### config.mk
export PLATFORM = sky130hd
export DESIGN_NAME = recording_arm_sequencer
export DESIGN_NICKNAME = d
export VERILOG_FILES = /design/src/hdl/rec_seq_pkg.sv /design/src/hdl/rec_wb_regs.sv /design/src/hdl/recording_arm_sequencer.sv
export VERILOG_INCLUDE_DIRS = /design/src /design/src/hdl
export SDC_FILE = /design/constraint.sdc
export NUM_CORES = 1
export LEC_CHECK = 0
export ABC_AREA = 1
export BUFFER_PORTS_ARGS = -buffer_cell sky130_fd_sc_hd__buf_2
export CAP_MARGIN = 20
export CORE_ASPECT_RATIO = 2
export CORE_UTILIZATION = 40
export DETAILED_ROUTE_END_ITERATION = 10
export GPL_ROUTABILITY_DRIVEN = 0
export PLACE_DENSITY = 0.6
export SLEW_MARGIN = 20
export SYNTH_ARGS = -nofsm -noshare
export SYNTH_HDL_FRONTEND = slang
export SYNTH_SLANG_ARGS = --single-unit
### constraint.sdc
create_clock -name clk_i -period 3.3 [get_ports clk_i]
set_input_delay 0.165 -clock clk_i [delete_from_list [all_inputs] [get_ports clk_i]]
set_output_delay 0.165 -clock clk_i [all_outputs]
set_load 0.1 [all_outputs]
### src/hdl/rec_seq_regs.svh
`ifndef REC_SEQ_REGS_SVH
`define REC_SEQ_REGS_SVH
// Register byte offsets
`define REG_CTRL 8'h00
`define REG_CFG 8'h04
`define REG_LIMIT 8'h08
`define REG_STATUS 8'h0C
`define REG_COUNTS 8'h10
`define REG_STAMP 8'h14
`define REG_VOLT 8'h18
`define REG_SAVE 8'h1C
`define REG_DISK 8'h20
// Control register bits (write pulses)
`define CTRL_ARM 0
`define CTRL_ADV 1
`define CTRL_STOP 2
`define CTRL_STOPX 3
`define CTRL_SETTOL 4
`define CTRL_ATOB 5
// Config register fields
`define CFG_REARM 0
`define CFG_CMP_LSB 4
`define CFG_STOPC_LSB 8
`define CFG_SAVEC_LSB 12
`define CFG_TOL_LSB 16
`define CFG_DRIVE 20
// Disk status register bits (written by firmware)
`define DISK_DONE 0
`define DISK_FULL 1
`define DISK_EXISTS 2
`define DISK_HWFAIL 3
`define DISK_OTHER_FULL 4
// Limits and reset values
`define TOL_MAX 4'h9
`define LIMIT_MAX 14'h270F
`define LIMIT_RST 14'h0001
`define PREP_CYCLES 4'h8
`define VERSION_MAX 7'h63
`endif

### src/hdl/rec_seq_pkg.sv
package rec_seq_pkg;
    typedef enum logic [1:0] {ST_IDLE, ST_PREP, ST_REC, ST_EOR} rec_state_t;
    typedef enum logic [1:0] {CMP_UNUSED, CMP_EQUAL, CMP_DIFFER} cmp_mode_t;
    typedef enum logic [1:0] {STOPC_NEVER, STOPC_PASS, STOPC_EQUAL, STOPC_DIFFER} stop_cond_t;
    typedef enum logic [2:0] {SAVE_NEVER = 3'd0, SAVE_EQUAL = 3'd1, SAVE_DIFFER = 3'd2, SAVE_ALWAYS = 3'd4} save_cond_t;
endpackage

### src/hdl/rec_wb_regs.sv
`timescale 1ns/1ps
`include "rec_seq_regs.svh"
// Classic Wishbone slave front end: one wait state, ack lasts one cycle
module rec_wb_regs (
    input wire logic clk_i, // System clock
    input wire logic rst_i, // Synchronous reset
    input wire logic cyc_i, // Bus cycle
    input wire logic stb_i, // Strobe
    input wire logic we_i, // Write enable
    input wire logic [7:0] adr_i, // Byte address
    input wire logic [3:0] sel_i, // Byte lanes
    input wire logic [31:0] dat_i, // Write data
    input wire logic [31:0] rdata_i, // Read data from core
    output logic ack_o, // Acknowledge
    output logic [31:0] dat_o, // Read data
    output logic wr_o, // Write strobe to core, one cycle
    output logic [7:0] waddr_o, // Address for core
    output logic [31:0] wdata_o // Lane-masked write data
);
    typedef struct packed {
        logic ack;
        logic [31:0] dat;
    } wb_t;
    wb_t q, d;
    // Answer on the cycle after the request, never twice in a row
    always_comb begin
        d = q;
        d.ack = cyc_i && stb_i && !q.ack;
        d.dat = rdata_i;
    end
    always_ff @(posedge clk_i) begin
        if (rst_i) begin
            q <= '0;
        end else begin
            q <= d;
        end
    end
    assign ack_o = q.ack;
    assign dat_o = q.dat;
    // Writes take effect at the ack edge only
    assign wr_o = cyc_i && stb_i && we_i && q.ack;
    assign waddr_o = adr_i;
    assign wdata_o = {sel_i[3] ? dat_i[31:24] : 8'h00, sel_i[2] ? dat_i[23:16] : 8'h00,
                      sel_i[1] ? dat_i[15:8] : 8'h00, sel_i[0] ? dat_i[7:0] : 8'h00};
endmodule

### src/hdl/recording_arm_sequencer.sv
`timescale 1ns/1ps
`include "rec_seq_regs.svh"
// How it works
// - Arm starts recording, busy while preparing
// - Arm during recording aborts and restarts
// - Arm clears both counters; auto rearm keeps them
// - Counters count up only at end
// - Force advance fakes advance condition
// - Plain stop leaves memory A untouched
// - Stop with transfer copies traced data
// - End raises flag, bumps counters
// - End captures date, time, voltmeter
// - Setup latched at start, copied at end
// - Data copied to A after setup
// - Auto rearm unless stop condition true
// - Auto save requested when condition holds and auto rearm is on
// - Full volume redirects save to other
// - Exists, failure, no space discard with error
// - Successful save bumps version number
// - Tolerance accepts zero through nine
// - Zero tolerance marks all must-match
// - Tolerance applied on transfer or request
// - Comparison mode zero, equal, differ
// - Stop condition never, pass, equal, differ
// - Pass limit one to 9999
module recording_arm_sequencer
    import rec_seq_pkg::*;
(
    input wire logic clk_i, // 25 MHz system clock
    input wire logic rst_i, // Synchronous reset, active high
    input wire logic cyc_i, // Wishbone cycle
    input wire logic stb_i, // Wishbone strobe
    input wire logic we_i, // Wishbone write enable
    input wire logic [7:0] adr_i, // Wishbone byte address
    input wire logic [3:0] sel_i, // Wishbone byte selects
    input wire logic [31:0] dat_i, // Wishbone write data
    output logic ack_o, // Wishbone acknowledge
    output logic [31:0] dat_o, // Wishbone read data
    input wire logic adv_found_i, // Sequencer found its advance condition
    input wire logic trace_done_i, // Acquisition finished normally
    input wire logic mem_equal_i, // Memory A equals memory B
    input wire logic [31:0] setup_i, // Live recording setup
    input wire logic [31:0] datetime_i, // Date and time stamp
    input wire logic [15:0] volt_i, // Voltmeter reading
    output logic busy_o, // Hardware being prepared
    output logic recording_o, // Acquisition running
    output logic hw_start_o, // Start acquisition pulse
    output logic hw_abort_o, // Abort acquisition pulse
    output logic force_advance_o, // Forced advance pulse
    output logic end_of_recording_o, // End processing under way
    output logic copy_setup_o, // Copy latched setup to setup A pulse
    output logic copy_data_o, // Copy traced data to data A pulse
    output logic [31:0] setup_a_o, // Setup A store
    output logic tol_load_o, // Apply tolerance to memory B pulse
    output logic [3:0] tol_o, // Tolerance value, 0 means all must-match
    output logic save_req_o, // Auto-save request pulse
    output logic save_drive_o, // Target volume
    output logic [6:0] save_version_o, // File version for this save
    output logic save_err_o // Last save discarded
);
    typedef struct packed {
        rec_state_t st;
        logic [3:0] prep;
        logic stopx;
        logic [13:0] pass;
        logic [13:0] cmp;
        logic [31:0] setup_l;
        logic [31:0] setup_a;
        logic [31:0] stamp;
        logic [15:0] volt;
        logic rearm;
        cmp_mode_t cmp_mode;
        stop_cond_t stopc;
        save_cond_t savec;
        logic [3:0] tol;
        logic drive;
        logic [13:0] limit;
        logic [6:0] version;
        logic saving;
        logic save_err;
        logic [2:0] eor_step;
        logic busy, rec, start, abort, fadv, end_of_recording, cset, cdat, tload, sreq;
        logic [1:0] adv_s;
        logic [1:0] done_s;
        logic [1:0] eq_s;
    } st_t;
    st_t q, d;
    logic wr;
    logic [7:0] waddr;
    logic [31:0] wdata;
    logic [31:0] rdata;
    logic stop_true;
    logic save_true;

    // Bus slave front end
    rec_wb_regs u_bus (
        .clk_i(clk_i),
        .rst_i(rst_i),
        .cyc_i(cyc_i),
        .stb_i(stb_i),
        .we_i(we_i),
        .adr_i(adr_i),
        .sel_i(sel_i),
        .dat_i(dat_i),
        .rdata_i(rdata),
        .ack_o(ack_o),
        .dat_o(dat_o),
        .wr_o(wr),
        .waddr_o(waddr),
        .wdata_o(wdata)
    );

    // Read mux; unmapped addresses read zero
    always_comb begin
        if (adr_i == `REG_CFG) begin
            rdata = {11'h000, q.drive, q.tol, 1'b0, q.savec, 2'b00, q.stopc, 2'b00, q.cmp_mode, 3'b000, q.rearm};
        end else if (adr_i == `REG_LIMIT) begin
            rdata = {18'h0_0000, q.limit};
        end else if (adr_i == `REG_STATUS) begin
            rdata = {16'h0000, 1'b0, q.version, 2'b00, q.save_err, q.saving, q.end_of_recording, q.rec, q.busy, q.st == ST_IDLE};
        end else if (adr_i == `REG_COUNTS) begin
            rdata = {2'b00, q.cmp, 2'b00, q.pass};
        end else if (adr_i == `REG_STAMP) begin
            rdata = q.stamp;
        end else if (adr_i == `REG_VOLT) begin
            rdata = {16'h0000, q.volt};
        end else begin
            rdata = 32'h0000_0000;
        end
    end

    // Stop-rearm and save condition from the pass count and compare result
    always_comb begin
        case (q.stopc)
            STOPC_PASS: stop_true = (q.pass >= q.limit);
            STOPC_EQUAL: stop_true = q.eq_s[1];
            STOPC_DIFFER: stop_true = !q.eq_s[1];
            default: stop_true = 1'b0;
        endcase
        case (q.savec)
            SAVE_EQUAL: save_true = q.eq_s[1];
            SAVE_DIFFER: save_true = !q.eq_s[1];
            SAVE_ALWAYS: save_true = 1'b1;
            default: save_true = 1'b0;
        endcase
    end

    // Next state: commands, recording sequence, end processing, save handling
    always_comb begin
        d = q;
        // Pulses default low
        d.start = 1'b0;
        d.abort = 1'b0;
        d.fadv = 1'b0;
        d.cset = 1'b0;
        d.cdat = 1'b0;
        d.tload = 1'b0;
        d.sreq = 1'b0;
        // Pin inputs pass two flops; first stage feeds nothing else
        d.adv_s = {q.adv_s[0], adv_found_i};
        d.done_s = {q.done_s[0], trace_done_i};
        d.eq_s = {q.eq_s[0], mem_equal_i};
        // Configuration writes; illegal values refused
        if (wr && waddr == `REG_CFG) begin
            d.rearm = wdata[`CFG_REARM];
            if (wdata[`CFG_CMP_LSB +: 2] != 2'd3) begin
                d.cmp_mode = cmp_mode_t'(wdata[`CFG_CMP_LSB +: 2]);
            end
            d.stopc = stop_cond_t'(wdata[`CFG_STOPC_LSB +: 2]);
            if (wdata[`CFG_SAVEC_LSB +: 3] inside {3'd0, 3'd1, 3'd2, 3'd4}) begin
                d.savec = save_cond_t'(wdata[`CFG_SAVEC_LSB +: 3]);
            end
            if (wdata[`CFG_TOL_LSB +: 4] <= `TOL_MAX) begin
                d.tol = wdata[`CFG_TOL_LSB +: 4];
            end
            d.drive = wdata[`CFG_DRIVE];
        end
        if (wr && waddr == `REG_LIMIT && wdata[13:0] >= 14'd1 && wdata[13:0] <= `LIMIT_MAX) begin
            d.limit = wdata[13:0];
        end
        if (wr && waddr == `REG_SAVE && wdata[6:0] <= `VERSION_MAX) begin
            d.version = wdata[6:0];
        end
        // Tolerance goes to memory B only on transfer or explicit request
        if (wr && waddr == `REG_CTRL && (wdata[`CTRL_SETTOL] || wdata[`CTRL_ATOB])) begin
            d.tload = 1'b1;
        end
        // Recording controller
        case (q.st)
            ST_IDLE: begin
                d.busy = 1'b0;
            end
            ST_PREP: begin
                d.prep = q.prep - 4'h1;
                if (q.prep == 4'h1) begin
                    d.st = ST_REC;
                    d.busy = 1'b0;
                    d.rec = 1'b1;
                    d.start = 1'b1;
                end
            end
            ST_REC: begin
                if (wr && waddr == `REG_CTRL && wdata[`CTRL_ADV] && !q.adv_s[1]) begin
                    d.fadv = 1'b1;
                end
                if (wr && waddr == `REG_CTRL && wdata[`CTRL_STOPX]) begin
                    d.st = ST_EOR;
                    d.stopx = 1'b1;
                    d.abort = 1'b1;
                end else if (wr && waddr == `REG_CTRL && wdata[`CTRL_STOP]) begin
                    d.st = ST_IDLE;
                    d.rec = 1'b0;
                    d.abort = 1'b1;
                end else if (q.done_s[1]) begin
                    d.st = ST_EOR;
                    d.stopx = 1'b1;
                end
                if (d.st == ST_EOR) begin
                    d.rec = 1'b0;
                    d.end_of_recording = 1'b1;
                    d.eor_step = 3'd0;
                end
            end
            ST_EOR: begin
                d.eor_step = q.eor_step + 3'd1;
                case (q.eor_step)
                    3'd0: begin
                        // Counters count up only here, never while tracing
                        if (q.pass != `LIMIT_MAX) begin
                            d.pass = q.pass + 14'd1;
                        end
                        if ((q.cmp_mode == CMP_EQUAL && q.eq_s[1]) || (q.cmp_mode == CMP_DIFFER && !q.eq_s[1])) begin
                            d.cmp = q.cmp + 14'd1;
                        end
                        d.stamp = datetime_i;
                        d.volt = volt_i;
                    end
                    3'd1: begin
                        d.setup_a = q.setup_l;
                        d.cset = 1'b1;
                    end
                    3'd2: begin
                        d.cdat = q.stopx;
                        d.stopx = 1'b0;
                    end
                    3'd3: begin
                        if (q.rearm && q.savec != SAVE_NEVER && save_true) begin
                            d.sreq = 1'b1;
                            d.saving = 1'b1;
                            d.save_err = 1'b0;
                        end
                    end
                    default: begin
                        d.end_of_recording = 1'b0;
                        if (q.rearm && !stop_true) begin
                            d.st = ST_PREP;
                            d.busy = 1'b1;
                            d.prep = `PREP_CYCLES;
                            d.setup_l = setup_i;
                        end else begin
                            d.st = ST_IDLE;
                        end
                    end
                endcase
            end
            default: d.st = ST_IDLE;
        endcase
        // Firmware reports on the outstanding save
        if (q.saving && wr && waddr == `REG_DISK) begin
            if (wdata[`DISK_EXISTS] || wdata[`DISK_HWFAIL] || (wdata[`DISK_FULL] && wdata[`DISK_OTHER_FULL])) begin
                d.saving = 1'b0;
                d.save_err = 1'b1;
            end else if (wdata[`DISK_FULL]) begin
                d.drive = !q.drive;
                d.sreq = 1'b1;
            end else if (wdata[`DISK_DONE]) begin
                d.saving = 1'b0;
                d.version = (q.version == `VERSION_MAX) ? 7'h00 : q.version + 7'h01;
            end
        end
        // Arm wins in every state and restarts from scratch
        if (wr && waddr == `REG_CTRL && wdata[`CTRL_ARM]) begin
            d.abort = (q.st == ST_REC);
            d.st = ST_PREP;
            d.busy = 1'b1;
            d.rec = 1'b0;
            d.end_of_recording = 1'b0;
            d.stopx = 1'b0;
            d.prep = `PREP_CYCLES;
            d.setup_l = setup_i;
            d.pass = 14'h0000;
            d.cmp = 14'h0000;
        end
    end

    // State register
    always_ff @(posedge clk_i) begin
        if (rst_i) begin
            q <= '0;
            q.limit <= `LIMIT_RST;
        end else begin
            q <= d;
        end
    end

    // Outputs come straight from state flops
    assign busy_o = q.busy;
    assign recording_o = q.rec;
    assign hw_start_o = q.start;
    assign hw_abort_o = q.abort;
    assign force_advance_o = q.fadv;
    assign end_of_recording_o = q.end_of_recording;
    assign copy_setup_o = q.cset;
    assign copy_data_o = q.cdat;
    assign setup_a_o = q.setup_a;
    assign tol_load_o = q.tload;
    assign tol_o = q.tol;
    assign save_req_o = q.sreq;
    assign save_drive_o = q.drive;
    assign save_version_o = q.version;
    assign save_err_o = q.save_err;

    // Arm always lands in preparing with counters clear
    chk_arm_clears: assert property (@(posedge clk_i) disable iff (rst_i)
        (wr && waddr == `REG_CTRL && wdata[`CTRL_ARM]) |=> (q.st == ST_PREP && busy_o && q.pass == 14'h0000
        && q.cmp == 14'h0000)) else $error("arm did not restart");
    chk_arm_abort: assert property (@(posedge clk_i) disable iff (rst_i)
        (wr && waddr == `REG_CTRL && wdata[`CTRL_ARM] && q.st == ST_REC) |=> hw_abort_o)
        else $error("arm during recording not aborted");
    chk_counters_hold: assert property (@(posedge clk_i) disable iff (rst_i)
        (q.st == ST_REC) |=> (q.pass == $past(q.pass) || q.pass == 14'h0000))
        else $error("pass count moved while recording");
    chk_stop_nocopy: assert property (@(posedge clk_i) disable iff (rst_i)
        (q.st == ST_REC && wr && waddr == `REG_CTRL && wdata[`CTRL_STOP] && !wdata[`CTRL_STOPX]
        && !wdata[`CTRL_ARM]) |=> (q.st == ST_IDLE) ##1 (!copy_data_o)[*3]) else $error("plain stop copied data");
    chk_stopx_copy: assert property (@(posedge clk_i) disable iff (rst_i)
        (q.st == ST_REC && wr && waddr == `REG_CTRL && wdata[`CTRL_STOPX] && !wdata[`CTRL_ARM])
        |=> end_of_recording_o ##3 copy_data_o) else $error("no transfer");
    chk_eor_flag: assert property (@(posedge clk_i) disable iff (rst_i)
        (q.st == ST_EOR) |-> end_of_recording_o) else $error("end flag missing");
    chk_tol_range: assert property (@(posedge clk_i) disable iff (rst_i)
        tol_o <= `TOL_MAX) else $error("tolerance above nine");
    chk_limit_range: assert property (@(posedge clk_i) disable iff (rst_i)
        q.limit >= 14'd1 && q.limit <= `LIMIT_MAX) else $error("pass limit out of range");
    chk_tol_load: assert property (@(posedge clk_i) disable iff (rst_i)
        tol_load_o |-> $past(wr && waddr == `REG_CTRL && (wdata[`CTRL_SETTOL] || wdata[`CTRL_ATOB])))
        else $error("tolerance applied without cause");
    chk_stop_idle: assert property (@(posedge clk_i) disable iff (rst_i)
        (q.st == ST_IDLE && !(wr && waddr == `REG_CTRL && wdata[`CTRL_ARM])) |=> q.st == ST_IDLE)
        else $error("idle left without arm");
endmodule

* Word-level counts from Yosys, hierarchy flattened
Cells that the tools add are included.
** Word-level totals
- Output and inout bits :: 88
- Flip-flop bits (word level) :: 235
- Input bits :: 132
** Cells by class
- Order comparisons :: 5
- Mux-type cells :: 77
- Bitwise operators :: 4
- Eq/ne operators :: 43
- Reduce and logical (&&, ||, !) cells :: 75
- Add/subtract/negate cells :: 5
** Operator list (number)
- 140-bit 2-to-1 mux :: 1
- 32-bit 2-to-1 mux :: 4
- 66-bit 2-to-1 mux :: 1
- 21-bit 2-to-1 mux :: 3
- 48-bit 2-to-1 mux :: 1
- 8-bit by 5-bit == test with 1-bit output, second input constant :: 4
- 1-bit 2-to-1 mux :: 30
- 30-bit 2-to-1 mux :: 1
- 14-bit by 1-bit adder with 14-bit output, second input constant :: 2
- 14-bit 2-to-1 mux :: 2
- 28-bit 2-to-1 mux :: 1
- 7-bit 2-to-1 mux :: 4
- 1-bit logical AND :: 25
- 8-bit 2-to-1 mux :: 3
- 3-bit AND reduction :: 8
- 3-bit inequality test, second input constant :: 7
- 2-bit 2-to-1 mux :: 10
- 8-bit by 4-bit == test with 1-bit output, second input constant :: 2
- 16-bit 2-to-1 mux :: 1
- 14-bit by 1-bit greater-or-equal comparator with 1-bit output, second input constant :: 1
- 14-bit greater-or-equal comparator :: 1
- 14-bit <= comparator, second input constant :: 1
- 14-bit inequality test, second input constant :: 1
- 2-bit == test, second input constant :: 6
- 40 further kinds :: 89

* Depth between registers and ports, before layout
- Depth in word-level cells :: 12
- Gate-level depth with buffers :: 16
- Mapped depth without buffers :: 16

* By module
Synthesis repeated with hierarchy kept, for this count alone.
** Unflattened totals
- Cell total of the unflattened synthesis :: 1584
- Area, all modules :: 11048.1 µm²
** By module, submodules not included
- recording_arm_sequencer :: cells each 1400, area each 9750.6 µm², instances 1
- rec_wb_regs :: cells each 184, area each 1297.5 µm², instances 1

* Worst setup path after synthesis
OpenSTA, ideal clock, no wires.
- Kind :: register to register
- From :: reg u_bus.q, in the netlist u_bus.ack_o
- To :: reg q[138] (netlist bit)
- Required time :: 3.183 ns
- Library setup time :: 0.117 ns
- Slack :: 0.878 ns
- Buffers on the path :: 2
- Arrival :: 2.305 ns
- Cell stages (with the launch flop) :: 8
- Cell sequence :: dfxtp_1 -> nand4_1 -> nor2_4 -> nand3_2 -> buf_2 -> buf_2 -> a22oi_1 -> nor2_1
** Between the ends
- Longest elaborated chain between the ends :: 5
** RTL lines
- start: declaration :: line rec_wb_regs.sv:24 : wb_t q, d;
- start signal: assignment :: line rec_wb_regs.sv:33 : q <= '0;
- start signal: assignment :: line rec_wb_regs.sv:35 : q <= d;
- 1-bit logical AND (*) :: line rec_wb_regs.sv:41 : assign wr_o = cyc_i && stb_i && we_i && q.ack;
- 1-bit logical AND (no line) (*)
- 1-bit logical AND (*) :: line recording_arm_sequencer.sv:282 : if (wr && waddr == `REG_CTRL && wdata[`CTRL_ARM]) begin
- 2-bit by 1-bit inequality test with 1-bit output (no line) or 2-bit nonzero test (tied branches)
- 3-bit AND reduction (no line)
- end: declaration :: line recording_arm_sequencer.sv:87 : st_t q, d;
Every way passes the cells marked *; elsewhere a longest branch is shown, timed or not.
A chain may end at the register's enable or synchronous reset.

* Worst setup path after layout
- From :: reg q[181] (netlist bit)
- To :: reg q[164] (netlist bit)
** Between the ends
- Longest elaborated chain between the ends :: 6
** RTL lines
- 14-bit greater-or-equal comparator :: line recording_arm_sequencer.sv:135 : STOPC_PASS: stop_true = (q.pass >= q.limit);
- 1-bit case mux with 3 select lines :: line recording_arm_sequencer.sv:134 : case (q.stopc)
- 1-bit logical NOT :: line recording_arm_sequencer.sv:255 : if (q.rearm && !stop_true) begin
- 1-bit logical AND :: line recording_arm_sequencer.sv:255
- 2-bit nonzero test (no line)
- 3-bit AND reduction (no line)
No other way between the ends.

==> impl_metrics.ini <==
[logic_synthesis]
syn_area_um2 = 10800
synth-seq-cells = 235
synth_top_area_share = 0.434
synth.distinct_cells = 46
netlist_instances = 1490
synth_warnings = 0
syn_nets = 1646
synth-seq-area-share = 0.434
netlist.top_cell.by_area = dfxtp_1
avgSynthCellArea_um2 = 7.27
netlist_top_cells_area = dfxtp_1 (43%), nor2_1 (10%), nand2_1 (9.8%)

[drt]
drtIter0Drc = 654
antenna_left = 0
drt_pass1_iterations = 5
detail_route.wl_per_cell_um = 16.4
drc = 0
vias = 10500
via_per_inst = 5.05
wl_um = 34200

[clock_tree]
root_buffer = clkbuf_16
clk_pin_slew_ns = 0.07
cts.sinks = 235
clockBufferDepth = 3
tritoncts = done
ctsHtreeMaxLevel = 1
cts_buffers = 23
clk_latency_ns = 0.52

[cells_and_area]
syn_to_final_growth_pct = 25.0
nFillCells = 2632
diodes = 0
finalNetCount = 1885
drive_gt1_frac = 0.179
final-instance-count-excl-fill = 2089

[global_route]
gr-total-overflow = 0
grt_pass1_wl_um = 53800
grt_pass1_vias = 10400
grt.total_usage = 0.245
antenna_found_initial = 0
grt_max_degree = 93

[worst_setup_path]
r2r_end = q[164]
cp.required_ns = 3.71
rrSetupSlack_ns = 0.84
critPathMaxFanout = 64
start_kind = flip-flop
cp-end-kind = flip-flop
crit_type = flip-flop to flip-flop
critical_path.startpoint = q[181]
critPathCapture = q[164]
crit_arrival_ns = 2.87
r2r-start = q[181]
reg2regPathDepth = 14

[timing]
min_period_ns = 2.46
final-max-slew-violation-count = 0
finalHoldViolations = 0
slew_headroom = 0.360
rsz0062_at_grt = false
worstMarginPinSlew_ns = 0.953
skew_ns = 0.0101
max_clock_freq_mhz = 406
setup_viol = 0
fin_crit_sh = 0.746
tns_ns = 0

[pwr]
vdd_drop_max_mv = 0.360
power_density_nw_per_um2 = 429
leakage_nw = 6.27

[die]
core.rowCount = 84
die_h_um = 235
io_pins = 220
die_x_um = 118
coreArea_um2 = 26500
die_area_um2 = 27800
initial_utilization = 0.409

[run]
cap_violations = 0

[placed_design]
place.detailed.hpwl_um = 24800
dpl.cell_count = 1952
io_buffers = 206

[outcome]
status = finished, final reports clean

[min_path]
holdCritPathClass = input port to flip-flop
==> cell type report <==
class,count,area (µm²),area share
multi-input combinational,1016,5000,0.369
inverter,128,482,0.0356
tap,344,430,0.0318
clock buffer,30,642,0.0474
timing repair buffer,325,2160,0.160
clock inverter,11,116,0.00859
sequential,235,4700,0.347
==> kinds of logic after synthesis <==
logic type                 Yosys count  share of synthesized area
xor gates and xnor gates            15                     0.0121
and+or+nand+nor                    711                      0.282
AOI/OAI and AO/OA                  266                      0.140
buffers and inverters              239                      0.104
adders and majority gates           24                     0.0277
DFF                                235                      0.434
==> report_power, final <==
part           leakage, nW  internal [W]  switching, W
Combinational         4.00      0.000147      0.000153
Sequential            1.89       0.00284    0.00000206
Clock                0.368       0.00153       0.00113
==> layer usage <==
layer,GRT usage,wire [µm],vias up
met4,0.144,2000,0
met5,0,0,-
met3,0.0214,1230,99
met2,0.473,18200,327
li1,-,-,5276
met1,0.251,12800,4846
==> what timing repair did <==
| action | CTS | global route |
|---|---|---|
| resized for setup | 0 | 0 |
| hold buffers | 96 | 0 |
| hold endpoints to repair | 92 | 0 |
| setup buffers | 0 | 0 |
| setup endpoints to repair | 0 | 0 |
==> cell usage in the layout (no fill, tap or decap), drive strengths merged <==
| cell type | n |
|---|---|
| nand2 | 293 |
| nor2 | 302 |
| a221oi | 8 |
| a22oi | 32 |
| o21ai | 119 |
| dlygate4sd3 | 96 |
| nand3b | 33 |
| o311ai | 1 |
| or2 | 2 |
| nor3b | 1 |
| a311oi | 2 |
| inv | 124 |
| a21oi | 77 |
| nor4 | 7 |
| nand3 | 39 |
| clkinvlp | 3 |
| o31ai | 1 |
| a211oi | 2 |
| o211ai | 2 |
| o32ai | 1 |
| bufinv | 2 |
| xnor2 | 8 |
| nand4 | 14 |
| o2111ai | 2 |
| xor2 | 7 |
| a41oi | 4 |
| buf | 229 |
| a31oi | 13 |
| ha | 24 |
| and3 | 1 |
| clkbuf | 30 |
| clkinv | 10 |
| o21a | 2 |
| nor3 | 19 |
| dfxtp | 235 |
==> stage by stage <==
step / power (W) / hold slack [ns] / util / instance area, µm² / setup WS, ns
3_3_place_gp: 0.00312 / 0.378 / 0.446 / 11800 / 0.897
2_1_floorplan: 0.00300 / 0.272 / - / 10800 / 0.878
6_report: 0.00581 / 0.0443 / 0.511 / 13500 / 0.839
5_1_grt: 0.00600 / 0.0480 / 0.511 / 13500 / 0.619
4_1_cts: 0.00588 / 0.0195 / 0.511 / 13500 / 0.863
3_5_place_dp: 0.00312 / 0.378 / 0.446 / 11800 / 0.884
==> critical path: stages, from the launching register on <==
cell      delay (ns)
dfxtp_1         0.46
inv_1           0.14
ha_1            0.29
nand2_1         0.05
nor2_1          0.08
nand2_1         0.06
nand2_1         0.06
nand2_1         0.05
nand3_1         0.13
nand2_1         0.11
nand4_2         0.08
buf_4           0.53
nand3b_1        0.14
nand2_1         0.09
nor2_1          0.06
==> synth_stat cells (all sizes together) <==
cell and count:
o21a 2, o211ai 2, nor2 302, o32ai 1, ha 24, clkinv 3
xnor2 8, a22oi 32, o311ai 1, nand2 293, a21oi 77, dfxtp 235
buf 74, clkbuf 37, a41oi 4, nand3b 33, inv 125, or2 2
a31oi 13, nand3 39, and3 1, o21ai 119, xor2 7, a211oi 2
o31ai 1, nand4 14, nor4 7, nor3 19, nor3b 1, a221oi 8
o2111ai 2, a311oi 2
==> sequential cells by signal, indices dropped and copies added, names as in the netlist, 3 cells and up <==
name	count
u_bus.dat_o	32
q	144
save_version_o	7
d	3
setup_a_o	32
tol_o	4
==> how the worst min path moves through the flow <==
stage,startpoint,end,slack [ns],cells past startpoint
2_1_floorplan,mem_equal_i,d[1],0.27,2
3_3_place_gp,adv_found_i,d[5],0.38,3
3_5_place_dp,adv_found_i,d[5],0.38,3
4_1_cts,sel_i[0],force_advance_o,0.02,3
5_1_grt,sel_i[0],force_advance_o,0.05,3
6_report,dat_i[13],q[48],0.04,5
Power figures use the tool's default switching activity.
